==> src/design/sxp_defines.svh <==
// Offsets, field positions, reset values and the contract list for the paged register bank
//
// Contract
// RQ1: Page zero sends 16-30 to main space
// RQ2: Page one sends 16-30 to extended page
// RQ3: GPIO page code redirects 0-30 to GPIO
// RQ4: Addresses 0-15 unaffected by extended page
// RQ5: Media control only reachable on extended page
// RQ6: Bits 15:14 transmit remote fault, reset 00
// RQ7: Bits 13:12 show partner remote fault
// RQ8: Bit 11 enables parallel detect, reset 0
// RQ9: Bit 10 reports media signal detect
// RQ10: Sticky bit 9 permits gigabit fiber link
// RQ11: Sticky bit 8 permits 100M fiber link
// RQ12: Bit 7 partner restart request, clear-on-read
// RQ13: Bit 6 100M far-end fault, clear-on-read
// RQ14: Bits 9/8 enable media/MAC equalization
// RQ15: Sticky swing fields 7:5, 4:2, default 100
// RQ16: Bit 15 packet since last read
// RQ17: Bits 13:0 count good-CRC packets
// RQ18: Good-CRC count wraps, never saturates
// RQ19: Reading count clears it to zero
// RQ20: Sticky fields survive software reset only
// RQ21: Bits 1/0 disable MAC/media hysteresis
`ifndef SXP_DEFINES_SVH
`define SXP_DEFINES_SVH

`define SXP_ADDR_MEDIA      5'h10
`define SXP_ADDR_TUNING     5'h11
`define SXP_ADDR_CRC        5'h12
`define SXP_ADDR_PAGE       5'h1F
`define SXP_ADDR_EXT_LO     5'h10

`define SXP_PAGE_MAIN       16'h0000
`define SXP_PAGE_EXT        16'h0001
`define SXP_PAGE_GPIO       16'h0010

`define SXP_MEDIA_TXRF_HI   15
`define SXP_MEDIA_TXRF_LO   14
`define SXP_MEDIA_LPRF_HI   13
`define SXP_MEDIA_LPRF_LO   12
`define SXP_MEDIA_PDET      11
`define SXP_MEDIA_SIGDET    10
`define SXP_MEDIA_ALLOW_1G  9
`define SXP_MEDIA_ALLOW_100 8
`define SXP_MEDIA_RESTART   7
`define SXP_MEDIA_FEF       6

`define SXP_TUNE_MEDIA_EQ   9
`define SXP_TUNE_MAC_EQ     8
`define SXP_TUNE_MSW_HI     7
`define SXP_TUNE_MSW_LO     5
`define SXP_TUNE_CSW_HI     4
`define SXP_TUNE_CSW_LO     2
`define SXP_TUNE_MAC_HYS    1
`define SXP_TUNE_MEDIA_HYS  0

`define SXP_CRC_SEEN        15
`define SXP_CRC_CNT_W       14

`define SXP_RST_SWING       3'h4
`define SXP_RST_ALLOW       1'h1

`endif

==> src/design/sxp_pkg.sv <==
// Types shared by the paged register bank and its users
package sxp_pkg;

   typedef enum logic [1:0] {
      SXP_SPACE_MAIN,
      SXP_SPACE_EXT,
      SXP_SPACE_GPIO,
      SXP_SPACE_NONE
   } sxp_space_e;

   // Register port request from the management host
   typedef struct packed {
      logic [4:0]  addr;
      logic [15:0] wdata;
      logic        wr;
      logic        rd;
   } sxp_req_s;

   // Redirected access toward main or GPIO space
   typedef struct packed {
      logic [4:0]  addr;
      logic [15:0] wdata;
      logic        wr;
      logic        rd;
   } sxp_fwd_s;

   // Settings driven into the SerDes
   typedef struct packed {
      logic [1:0] tx_remote_fault;
      logic       parallel_detect;
      logic       allow_1g;
      logic       allow_100;
      logic       media_eq;
      logic       mac_eq;
      logic [2:0] media_swing;
      logic [2:0] mac_swing;
      logic       mac_hys_dis;
      logic       media_hys_dis;
   } sxp_cfg_s;

   // Events and levels from the SerDes side
   typedef struct packed {
      logic [1:0] link_partner_remote_fault;
      logic       signal_detect;
      logic       link_partner_restart;
      logic       far_end_fault;
      logic       good_crc_packet;
   } sxp_stat_s;

endpackage : sxp_pkg

==> src/design/sxp_page_regs.sv <==
// Paged management register bank: page select, SerDes control and good-CRC counter
`timescale 1ns/10ps
`include "sxp_defines.svh"

module sxp_page_regs #(
   parameter int CNT_W = `SXP_CRC_CNT_W
) (
   // Clock, reset, enable
   input  wire logic                clock,
   input  wire logic                resetn,
   input  wire logic                soft_resetn,
   input  wire logic                clk_en,
   // Register port
   input  wire sxp_pkg::sxp_req_s   req,
   output logic [15:0]              rdata,
   // Redirected access toward main and GPIO spaces
   output sxp_pkg::sxp_fwd_s        main_fwd,
   output sxp_pkg::sxp_fwd_s        gpio_fwd,
   input  wire logic [15:0]         main_rdata,
   input  wire logic [15:0]         gpio_rdata,
   // SerDes side
   input  wire logic [1:0]          serdes_lprf_pin,
   input  wire logic                serdes_sigdet_pin,
   input  wire logic                link_partner_restart,
   input  wire logic                far_end_fault,
   input  wire logic                good_crc_packet,
   output sxp_pkg::sxp_cfg_s        cfg
);

   ////////////////////////////////////////////////////////////////////////////////
   // Pin synchronisers for levels from the analog side

   logic [2:0] lprf0_ff;
   logic [2:0] lprf1_ff;
   logic [2:0] sigdet_ff;
   logic [1:0] lprf_ff;
   logic       sigdet_ok_ff;

   always_ff @(posedge clock)
   begin
      if (!resetn)
      begin
         lprf0_ff  <= 3'h0;
         lprf1_ff  <= 3'h0;
         sigdet_ff <= 3'h0;
      end
      else if (clk_en)
      begin
         lprf0_ff  <= {lprf0_ff[1:0], serdes_lprf_pin[0]};
         lprf1_ff  <= {lprf1_ff[1:0], serdes_lprf_pin[1]};
         sigdet_ff <= {sigdet_ff[1:0], serdes_sigdet_pin};
      end
   end

   // A change counts only once stages two and three agree
   wire lprf0_agree  = lprf0_ff[1] == lprf0_ff[2];
   wire lprf1_agree  = lprf1_ff[1] == lprf1_ff[2];
   wire sigdet_agree = sigdet_ff[1] == sigdet_ff[2];

   always_ff @(posedge clock)
   begin
      if (!resetn)
      begin
         lprf_ff      <= 2'h0;
         sigdet_ok_ff <= 1'h0;
      end
      else if (clk_en)
      begin
         if (lprf0_agree)
            lprf_ff[0] <= lprf0_ff[2];     // see RQ7
         if (lprf1_agree)
            lprf_ff[1] <= lprf1_ff[2];     // see RQ7
         if (sigdet_agree)
            sigdet_ok_ff <= sigdet_ff[2];  // see RQ9
      end
   end

   ////////////////////////////////////////////////////////////////////////////////
   // Address decode

   logic [15:0] page_ff;

   wire is_page   = req.addr == `SXP_ADDR_PAGE;
   wire upper     = req.addr >= `SXP_ADDR_EXT_LO;
   wire page_ext  = page_ff == `SXP_PAGE_EXT;
   wire page_gpio = page_ff == `SXP_PAGE_GPIO;

   // Page register itself never moves; GPIO page takes 0-30, extended page only 16-30
   wire sxp_pkg::sxp_space_e space =
      is_page                ? sxp_pkg::SXP_SPACE_NONE :
      page_gpio              ? sxp_pkg::SXP_SPACE_GPIO :  // see RQ3
      (page_ext && upper)    ? sxp_pkg::SXP_SPACE_EXT  :  // see RQ2 RQ4
                               sxp_pkg::SXP_SPACE_MAIN;   // see RQ1 RQ4

   wire in_ext   = space == sxp_pkg::SXP_SPACE_EXT;
   wire in_main  = space == sxp_pkg::SXP_SPACE_MAIN;
   wire in_gpio  = space == sxp_pkg::SXP_SPACE_GPIO;

   wire sel_media = in_ext && req.addr == `SXP_ADDR_MEDIA;   // see RQ5
   wire sel_tune  = in_ext && req.addr == `SXP_ADDR_TUNING;
   wire sel_crc   = in_ext && req.addr == `SXP_ADDR_CRC;

   wire wr_page  = req.wr && is_page;
   wire wr_media = req.wr && sel_media;
   wire wr_tune  = req.wr && sel_tune;
   wire rd_media = req.rd && sel_media;
   wire rd_crc   = req.rd && sel_crc;

   ////////////////////////////////////////////////////////////////////////////////
   // Page select and ordinary control bits (cleared by either reset)

   logic       any_rst;
   logic [1:0] txrf_ff;
   logic       pdet_ff;
   logic       media_eq_ff;
   logic       mac_eq_ff;
   logic       mac_hys_ff;
   logic       media_hys_ff;

   assign any_rst = !resetn || !soft_resetn;

   always_ff @(posedge clock)
   begin
      if (any_rst)
      begin
         page_ff      <= `SXP_PAGE_MAIN;
         txrf_ff      <= 2'h0;
         pdet_ff      <= 1'h0;
         media_eq_ff  <= 1'h0;
         mac_eq_ff    <= 1'h0;
         mac_hys_ff   <= 1'h0;
         media_hys_ff <= 1'h0;
      end
      else if (clk_en)
      begin
         if (wr_page)
            page_ff <= req.wdata;
         if (wr_media)
         begin
            txrf_ff <= req.wdata[`SXP_MEDIA_TXRF_HI:`SXP_MEDIA_TXRF_LO];  // see RQ6
            pdet_ff <= req.wdata[`SXP_MEDIA_PDET];                        // see RQ8
         end
         if (wr_tune)
         begin
            media_eq_ff  <= req.wdata[`SXP_TUNE_MEDIA_EQ];   // see RQ14
            mac_eq_ff    <= req.wdata[`SXP_TUNE_MAC_EQ];     // see RQ14
            mac_hys_ff   <= req.wdata[`SXP_TUNE_MAC_HYS];    // see RQ21
            media_hys_ff <= req.wdata[`SXP_TUNE_MEDIA_HYS];  // see RQ21
         end
      end
   end

   ////////////////////////////////////////////////////////////////////////////////
   // Sticky bits: only the hardware reset restores them

   logic       allow_1g_ff;
   logic       allow_100_ff;
   logic [2:0] mswing_ff;
   logic [2:0] cswing_ff;

   always_ff @(posedge clock)
   begin
      if (!resetn)                                        // see RQ20
      begin
         allow_1g_ff  <= `SXP_RST_ALLOW;
         allow_100_ff <= `SXP_RST_ALLOW;
         mswing_ff    <= `SXP_RST_SWING;
         cswing_ff    <= `SXP_RST_SWING;
      end
      else if (clk_en)
      begin
         if (wr_media)
         begin
            allow_1g_ff  <= req.wdata[`SXP_MEDIA_ALLOW_1G];   // see RQ10
            allow_100_ff <= req.wdata[`SXP_MEDIA_ALLOW_100];  // see RQ11
         end
         // Reserved codes are stored as written; the analog side clamps them
         if (wr_tune)
         begin
            mswing_ff <= req.wdata[`SXP_TUNE_MSW_HI:`SXP_TUNE_MSW_LO];  // see RQ15
            cswing_ff <= req.wdata[`SXP_TUNE_CSW_HI:`SXP_TUNE_CSW_LO];  // see RQ15
         end
      end
   end

   ////////////////////////////////////////////////////////////////////////////////
   // Clear-on-read events; an event in the read cycle survives the clear

   logic             restart_ff;
   logic             fef_ff;
   logic             seen_ff;
   logic [CNT_W-1:0] cnt_ff;

   wire [CNT_W-1:0] cnt_inc = cnt_ff + CNT_W'(1);   // see RQ18
   wire [CNT_W-1:0] nxt_cnt = rd_crc ? (good_crc_packet ? CNT_W'(1) : '0) :   // see RQ19
                              (good_crc_packet ? cnt_inc : cnt_ff);           // see RQ17

   always_ff @(posedge clock)
   begin
      if (any_rst)
      begin
         restart_ff <= 1'h0;
         fef_ff     <= 1'h0;
         seen_ff    <= 1'h0;
         cnt_ff     <= '0;
      end
      else if (clk_en)
      begin
         restart_ff <= link_partner_restart || (restart_ff && !rd_media);  // see RQ12
         fef_ff     <= far_end_fault || (fef_ff && !rd_media);             // see RQ13
         seen_ff    <= good_crc_packet || (seen_ff && !rd_crc);            // see RQ16
         cnt_ff     <= nxt_cnt;
      end
   end

   ////////////////////////////////////////////////////////////////////////////////
   // Read mux and forwarding

   wire [15:0] media_val = {txrf_ff, lprf_ff, pdet_ff, sigdet_ok_ff, allow_1g_ff,
                            allow_100_ff, restart_ff, fef_ff, 6'h00};
   wire [15:0] tune_val  = {6'h00, media_eq_ff, mac_eq_ff, mswing_ff, cswing_ff,
                            mac_hys_ff, media_hys_ff};
   // Count field is cut to its register width on purpose
   localparam int CRC_FIELD_W = `SXP_CRC_CNT_W;
   wire [CRC_FIELD_W-1:0] cnt_field = CRC_FIELD_W'(cnt_ff);
   wire [15:0] crc_val   = {seen_ff, 1'h0, cnt_field};

   // Unmapped extended offsets read zero
   wire [15:0] nxt_rdata = !req.rd  ? 16'h0000 :
                           is_page  ? page_ff :
                           in_gpio  ? gpio_rdata :
                           in_main  ? main_rdata :
                           sel_media ? media_val :
                           sel_tune ? tune_val :
                           sel_crc  ? crc_val : 16'h0000;

   wire sxp_pkg::sxp_fwd_s nxt_main = '{addr: req.addr, wdata: req.wdata,
                                        wr: req.wr && in_main, rd: req.rd && in_main};
   wire sxp_pkg::sxp_fwd_s nxt_gpio = '{addr: req.addr, wdata: req.wdata,
                                        wr: req.wr && in_gpio, rd: req.rd && in_gpio};

   sxp_pkg::sxp_fwd_s main_ff;
   sxp_pkg::sxp_fwd_s gpio_ff;
   sxp_pkg::sxp_cfg_s cfg_ff;
   logic [15:0]       rdata_ff;

   // Forwarded read data is sampled from the far space in the request cycle and shows on rdata one cycle later
   always_ff @(posedge clock)
   begin
      if (!resetn)
      begin
         rdata_ff <= 16'h0000;
         main_ff  <= '0;
         gpio_ff  <= '0;
         cfg_ff   <= '0;
      end
      else if (clk_en)
      begin
         rdata_ff <= nxt_rdata;
         main_ff  <= nxt_main;
         gpio_ff  <= nxt_gpio;
         cfg_ff   <= '{tx_remote_fault: txrf_ff, parallel_detect: pdet_ff,
                       allow_1g: allow_1g_ff, allow_100: allow_100_ff,
                       media_eq: media_eq_ff, mac_eq: mac_eq_ff,
                       media_swing: mswing_ff, mac_swing: cswing_ff,
                       mac_hys_dis: mac_hys_ff, media_hys_dis: media_hys_ff};
      end
   end

   assign rdata    = rdata_ff;
   assign main_fwd = main_ff;
   assign gpio_fwd = gpio_ff;
   assign cfg      = cfg_ff;

endmodule : sxp_page_regs

==> config.mk <==
export PLATFORM = sky130hd
export DESIGN_NAME = sxp_page_regs
export DESIGN_NICKNAME = d
export VERILOG_FILES = /design/src/design/sxp_pkg.sv /design/src/design/sxp_page_regs.sv
export VERILOG_INCLUDE_DIRS = /design/src /design/src/design
export SDC_FILE = /design/constraint.sdc
export NUM_CORES = 1
export LEC_CHECK = 0
export BUFFER_PORTS_ARGS = -buffer_cell sky130_fd_sc_hd__buf_4
export CAP_MARGIN = 20
export CORE_ASPECT_RATIO = 0.7
export CORE_UTILIZATION = 53
export DETAILED_ROUTE_END_ITERATION = 8
export PLACE_DENSITY = 0.8
export SLEW_MARGIN = 20
export SYNTH_ARGS = -nofsm -noshare
export SYNTH_HDL_FRONTEND = slang
export SYNTH_SLANG_ARGS = --single-unit
==> constraint.sdc <==
create_clock -name clock -period 2.2 [get_ports clock]
set_clock_uncertainty 0.05 [all_clocks]
set_input_delay 0 -clock clock [delete_from_list [all_inputs] [get_ports clock]]
set_output_delay 0 -clock clock [all_outputs]
set_load 0.01 [all_outputs]
==> metrics.txt, run 1 <==
Hold WS 0.02217 ns; layout cell share with drive strength beyond 1 0.2632; Via density 5.904; Die Wd 125.6 µm; worst slew pin tran 0.5991 ns; switch share 0.2264; Overflow after GRT 0; CTS tree done; largest net degree at the start of global routing 47; Final Hold Viols 0; Die Y 88.55 µm; RSZ-0062 raised after global routing false; Synth top area share 0.4094; Power Density 743.0 nW/µm²; Max Buffers Root-to-Sink 2; CP delay by family, top simple AND/OR/NAND/NOR gates; dpl cell area 6675 µm²; Die Area 11130 µm²; Synth Area in Simple Gates 0.2027; largest cells by area after synthesis dfxtp_1 41%, mux2i_1 16%, nor2_1 4.6%; final design utilization 0.7626; internal power 4.539 mW; fin cells 930; DRT iter0 DRCs 595; Clock Pin Slew Worst Setup and Hold Paths 0.05 ns; CP max-delay cell nor4_4; Final Critical Period 2.127 ns; # diodes 0; Yosys warning total 0; via count 5491; Flop pwr share 0.373; post-synthesis cell type count 56; total chip power 5.868 mW; Synth Instances 614; Setup-failing EPs final 0; fmax 470.2 MHz; clk sinks 116; WL/cell 19.84 µm; GR Util met3 0.1088; final setup TNS 0 ns; post-synthesis mux area share 0.1571; hold crit path type in2reg; Clock power frac 0.522; Post-synth ARST share 0; dpl hpwl 12.36 mm; met2 Resource Use GR 0.5601; TritonRoute pass-1 iters 9; vias in the first global route 5311; antenna viol nets, final 0; maximum VDD drop 0.5466 mV; Startpoint Class flip-flop; TritonCTS Buffers 17; area grow syn2layout 39.25%; Crit Path Category reg2reg; Initial Util 0.5477; Core Footprint 10360 µm²; synthesized area per cell 9.237 µm²; Mapped Nets 680; worst path bufs/invs 0; Clock Latency Late Sink 0.42 ns; met1 Usage GRT 0.4412; Ports 142; Comb pwr share 0.104; part of the cycle the worst path needs 0.9668; Total GRT Usage 0.3457; Largest stage delay, worst path 0.47 ns; worst-path fanout max 17; Synth Area in Compound Gates 0.1445; largest family of logic cells by synthesized area simple AND/OR/NAND/NOR gates; Mapped Area 5672 µm²; Final Slew Violations 0; setup bufs post-CTS 0; status finished, violations left; area leader, netlist dfxtp_1; post-synthesis sequential area ratio 0.4094; htree depth 4; max cap viols 0; dpl ws 0.1273 ns; required time worst endpoint 2.49 ns; port buffer count 141; first-pass GRT wire length 28.88 mm; XOR/XNOR Fraction of Synth Area 0.004633; Post-Synth Adder-Cell Area 0.002206; CTS root buf clkbuf_16; dpl cells 842; Worst EP arrival 2.42 ns; failing checks DRC; worst-path cell chain nor4_4, and3_1, nand4_4, a211oi_1, mux2i_1; fin area 7898 µm²; most frequent cell after synthesis dfxtp_1; routed wire length 18.45 mm; initial antenna violation count 0; most used flip-flop cell after synthesis dfxtp_1; Final Wtd Congestion 0.9708; Post-synth EDFFs 0; Nets 851; synth cell count leaders 116 x dfxtp_1, 89 x mux2i_1, 70 x nor2_1; site row count 31; Final Worst Setup Slack 0.07311 ns; max_slew headroom 0.5996; Residual DRC 12; Switch Pwr 1.329 mW; CP Capture Type flip-flop; post-synthesis register bit count 116; gr busiest metal met2; P_leak 3.398 nW
[cell type report]
cell class / count / area (µm²)
multi-input cells: 414 / 2904
well taps: 132 / 165.2
clock buffers: 20 / 456.7
repair buffers: 216 / 1774
clock inverters: 12 / 200.2
fillers: 701 / 2459
flip-flops and latches: 116 / 2322
inverters: 20 / 75.07
[routing by layer]
layer  routed length (µm)  up-vias
met1                 7948     2613
met4                  499        0
met3                 1830       51
met2                 8173      324
met5                    0        -
li1                     -     2503
[power by group through the flow]
stage	Combinational, mW	Clock (mW)	Sequential [mW]
after floorplan	0.261	0	2.24
after global placement	0.508	0	2.23
after detailed placement	0.515	0	2.23
after CTS	0.598	3.09	2.19
after global routing	0.648	3.18	2.19
final	0.612	3.07	2.19
[tightest hold or removal path: cells and delay by family]
kind | cells | cell delay [ns]
AND/OR/NAND/NOR | 2 | 0.16
buffers and inverters | 2 | 0.29
[placed cells by master, fill, tap and decap left out, types with 12 or more instances in the layout]
| cell | instances |
|---|---|
| a22o_1 | 12 |
| dlygate4sd3_1 | 56 |
| clkbuf_16 | 17 |
| nor2b_1 | 32 |
| nand2_1 | 26 |
| o21ai_0 | 16 |
| dfxtp_1 | 116 |
| a21oi_1 | 25 |
| buf_4 | 159 |
| mux2i_1 | 89 |
| nand3_1 | 19 |
| a31oi_1 | 15 |
| nor2_1 | 70 |
| inv_1 | 19 |
[sequential cells by signal, indices dropped and copies added, names as in the netlist, 2 cells and up]
| name | count |
|---|---|
| cfg | 15 |
| cnt_ff | 14 |
| cswing_ff | 3 |
| gpio_fwd | 23 |
| lprf0_ff | 3 |
| lprf1_ff | 3 |
| lprf_ff | 2 |
| main_fwd | 2 |
| mswing_ff | 3 |
| page_ff | 16 |
| rdata | 16 |
| sigdet_ff | 3 |
| txrf_ff | 2 |
[cell families (layout without fill, tap and decap cells)]
kind of cell | Yosys count | in the layout
and+or+nand+nor | 203 | 203
AOI/OAI and AO/OA | 118 | 118
DFF | 116 | 116
muxes | 89 | 89
buffers and inverters | 84 | 268
xor gates and xnor gates | 3 | 3
adders and majority gates | 1 | 1
[worst paths after layout]
| kind | startpoint | to | slack [ns] | cells past startpoint |
|---|---|---|---|---|
| max reg2reg | page_ff[10]$_SDFFE_PP0P_ | cnt_ff[10]$_SDFFE_PP0P_ | 0.07 | 5 |
| max | page_ff[10]$_SDFFE_PP0P_ | cnt_ff[10]$_SDFFE_PP0P_ | 0.07 | 5 |
| min reg2reg | fef_ff$_SDFFE_PP0P_ | fef_ff$_SDFFE_PP0P_ | 0.43 | 2 |
| min | soft_resetn | page_ff[13]$_SDFFE_PP0P_ | 0.02 | 4 |
[timing repair]
action | 4_1_cts | 5_1_grt
setup endpoints to repair | 0 | 1
hold buffers | 56 | 0
gates resized for setup | 0 | 1
endpoints found under the hold margin | 78 | 0
Power figures use the tool's default switching activity.
==> run 2, diff against run 1 <==
Settings changed: ABC_AREA set to 1, CORE_UTILIZATION 53 to 52, PLACE_DENSITY 0.8 to 0.79.
==> run 2 against run 1 <==
  * The run now ends clean
  * Global-route usage is 0.32 points higher
  * Total power is 8.9% lower
  * Routed wire length is 2.3% lower
  * Maximum frequency is 3.1% higher
  * Clock power is 19% lower
  * Design area is 8.2% lower
  * Sequential power hardly changed
  * First-iteration DRC count is 9.7% higher
  * Synthesized area is 8.1% lower
==> metrics.txt, run 2 <==
Final Slew Violations 0 (unchanged); Post-synth EDFFs 0 (unchanged); WL/cell 17.53 µm (-12%); first-pass GRT wire length 27.49 mm (-4.8%); Via density 5.749 (-2.6%); Startpoint Class input port; area grow syn2layout 39.12% (about the same); CTS resizes 0 (unchanged); most common cell after layout, fill and taps aside buf_4; antenna viol nets, final 0 (unchanged); total chip power 5.345 mW (-8.9%); Synth top area share 0.4454 (+0.03596); worst slew pin tran 0.8591 ns (+0.2600 ns); part of the cycle the worst path needs 0.9378 (-0.02896); R2R depth 9 (+4); CP dominant cell by count buf_4; Die Y 85.78 µm (-3.1%); Die Wd 121.7 µm (-3.2%); most used flip-flop cell after synthesis dfxtp_1; max reg flops 23 (unchanged); switch share 0.2451 (+0.01861); min-delay src main_rdata[10]; Switch Pwr 1.310 mW (-1.4%); dpl hpwl 12.48 mm (+0.97%); Final Critical Period 2.063 ns (-0.06371 ns); area leader, netlist dfxtp_1; CTS tree done; hold crit path type in2reg; Mapped Nets 789 (+16%); synthesized area per cell 7.211 µm² (-22%); Yosys warning total 0 (unchanged); Clock Pin Slew Worst Setup and Hold Paths 0.05 ns (about the same); Synth Instances 723 (+18%); Crit Reg-Reg Endpoint rdata[3]$_SDFFE_PN0P_; Max Buffers Root-to-Sink 2 (unchanged); worst r2r src page_ff[11]$_SDFFE_PP0P_; Final Hold Viols 0 (unchanged); Nets 954 (+12%); Clock Latency Late Sink 0.41 ns (about the same); Post-synth ARST share 0 (unchanged); port buffer count 141 (unchanged); synth cell count leaders 116 x dfxtp_1, 109 x nand2_1, 102 x nor2_1; post-synthesis cell type count 29 (-48%); Die Area 10440 µm² (-6.2%); htree depth 4 (unchanged); DRT iter0 DRCs 653 (+9.7%); required time worst endpoint 2.50 ns (about the same); Core Footprint 9722 µm² (-6.1%); status finished, final reports clean; most frequent cells in the layout 151 x buf_4, 116 x dfxtp_1, 109 x nand2_1; Hold Path Stages 5 (+1); routed wire length 18.02 mm (-2.3%); Final Wtd Congestion 0.9595 (-1.2%); Initial Util 0.5363 (-0.01137); max cap viols 0 (unchanged); maximum VDD drop 0.6841 mV (+25%); via count 5910 (+7.6%); Mapped Area 5214 µm² (-8.1%); fill count 752 (+7.3%); vias in the first global route 5289 (-0.41%); most frequent cell after synthesis dfxtp_1; TritonCTS Buffers 17 (unchanged); Clock power frac 0.468 (-0.054); dpl cell area 6198 µm² (-7.1%); Power Density 736.9 nW/µm² (-0.82%); Largest stage delay, worst path 0.56 ns (+0.09 ns); Overflow after GRT 0 (unchanged); Worst EP arrival 2.36 ns (-0.06 ns); worst-path fanout max 59 (+42); initial antenna violation count 0 (unchanged); post-synthesis sequential area ratio 0.4454 (+0.03596); CTS root buf clkbuf_16; post-synthesis register bit count 116 (unchanged); clk sinks 116 (unchanged); final design utilization 0.7461 (-0.01652); worst-path cell chain dlygate4sd3_1, buf_4, buf_4, inv_2, buf_4, nor2_1, nor2_1, dlygate4sd3_1; largest cells by area after synthesis dfxtp_1 45%, a21oi_1 8.6%, nand2_1 7.8%; CP Capture Type flip-flop; Ports 142 (unchanged); CP max-delay cell dlygate4sd3_1; Residual DRC 0 (-12); Flop pwr share 0.416 (+0.043); Setup-failing EPs final 0 (unchanged); fin area 7253 µm² (-8.2%); RSZ-0062 raised after global routing false; r2r setup slk 0.20 ns (+0.13 ns); # diodes 0 (unchanged); site row count 30 (-3.2%); internal power 4.035 mW (-11%); max_slew headroom 0.4266 (-0.1730); P_leak 3.112 nW (-8.4%); TritonRoute pass-1 iters 5 (-4); Crit Path Category in2reg; final setup TNS 0 ns (unchanged); Hold WS 0.02895 ns (+0.006786 ns); layout cell share with drive strength beyond 1 0.2244 (-0.03871); Comb pwr share 0.116 (+0.012); Total GRT Usage 0.3489 (+0.003244); fmax 484.7 MHz (+3.1%); Hold Path Sink rdata[10]$_SDFFE_PN0P_; largest net degree at the start of global routing 60 (+28%)
-- run 2: layout make-up --
class                           instances  area, µm²  share of cell area
Clock buffer                           20      446.7             0.06158
Clock inverter                         11      87.58             0.01208
Inverter                               54      205.2             0.02829
Multi-Input combinational cell        496       2377              0.3278
Sequential cell                       116       2322              0.3202
Tap cell                              128      160.2             0.02208
Timing Repair Buffer                  203       1654              0.2280
-- run 2: layer usage --
metal	GRT usage	share of wire	up-vias
met1	0.4724	0.43	2745
met5	0	0	-
met2	0.5300	0.43	388
met4	0.1414	0.025	0
met3	0.08910	0.12	51
li1	-	-	2726
-- run 2: worst max path at each step --
stage	start	to	slack [ns]	cells past startpoint
detailed placement	page_ff[11]$_SDFFE_PP0P_	rdata[3]$_SDFFE_PN0P_	0.30	9
global placement	page_ff[6]$_SDFFE_PP0P_	rdata[10]$_SDFFE_PN0P_	0.33	9
finish	clk_en	gpio_fwd[4]$_SDFFE_PN0P_	0.14	8
floorplan	page_ff[11]$_SDFFE_PP0P_	cnt_ff[12]$_SDFFE_PP0P_	0.62	14
global route	page_ff[12]$_SDFFE_PP0P_	rdata[3]$_SDFFE_PN0P_	0.03	9
CTS	clk_en	gpio_fwd[20]$_SDFFE_PN0P_	0.23	8
-- run 2: cell families (layout without fill, tap and decap cells) --
kind of cell / count (synthesis) / after routing / synth area share
xor+xnor: 3 / 3 / 0.005041
simple gates: 300 / 300 / 0.2525
flops: 116 / 116 / 0.4454
compound gates: 192 / 192 / 0.1961
fa+ha+maj: 1 / 1 / 0.002399
buf+inv: 111 / 288 / 0.09863
-- run 2: per-stage QoR --
stage / setup slack, ns / std cells
finish: 0.1368 / 1028
global route: 0.02662 / 1028
CTS: 0.2264 / 1028
detailed placement: 0.3035 / 945
global placement: 0.3254 / 945
floorplan: 0.6206 / 723
-- run 2: what timing repair did --
item | 4_1_cts | 5_1_grt
hold endpoints to repair | 81 | 0
hold buffers | 52 | 0
setup buffers | 0 | 0
-- run 2: power groups by stage --
| stage | clock (mW) | combinational (mW) | sequential, mW |
|---|---|---|---|
| floorplan | 0 | 0.248 | 2.28 |
| global route | 2.60 | 0.667 | 2.23 |
| global placement | 0 | 0.522 | 2.26 |
| finish | 2.50 | 0.621 | 2.22 |
| CTS | 2.51 | 0.606 | 2.22 |
| detailed placement | 0 | 0.527 | 2.26 |
-- run 2: critical path, delay by kind of cell --
family	cells	cell delay [ns]
buf+inv	6	2.12
simple gates	2	0.21
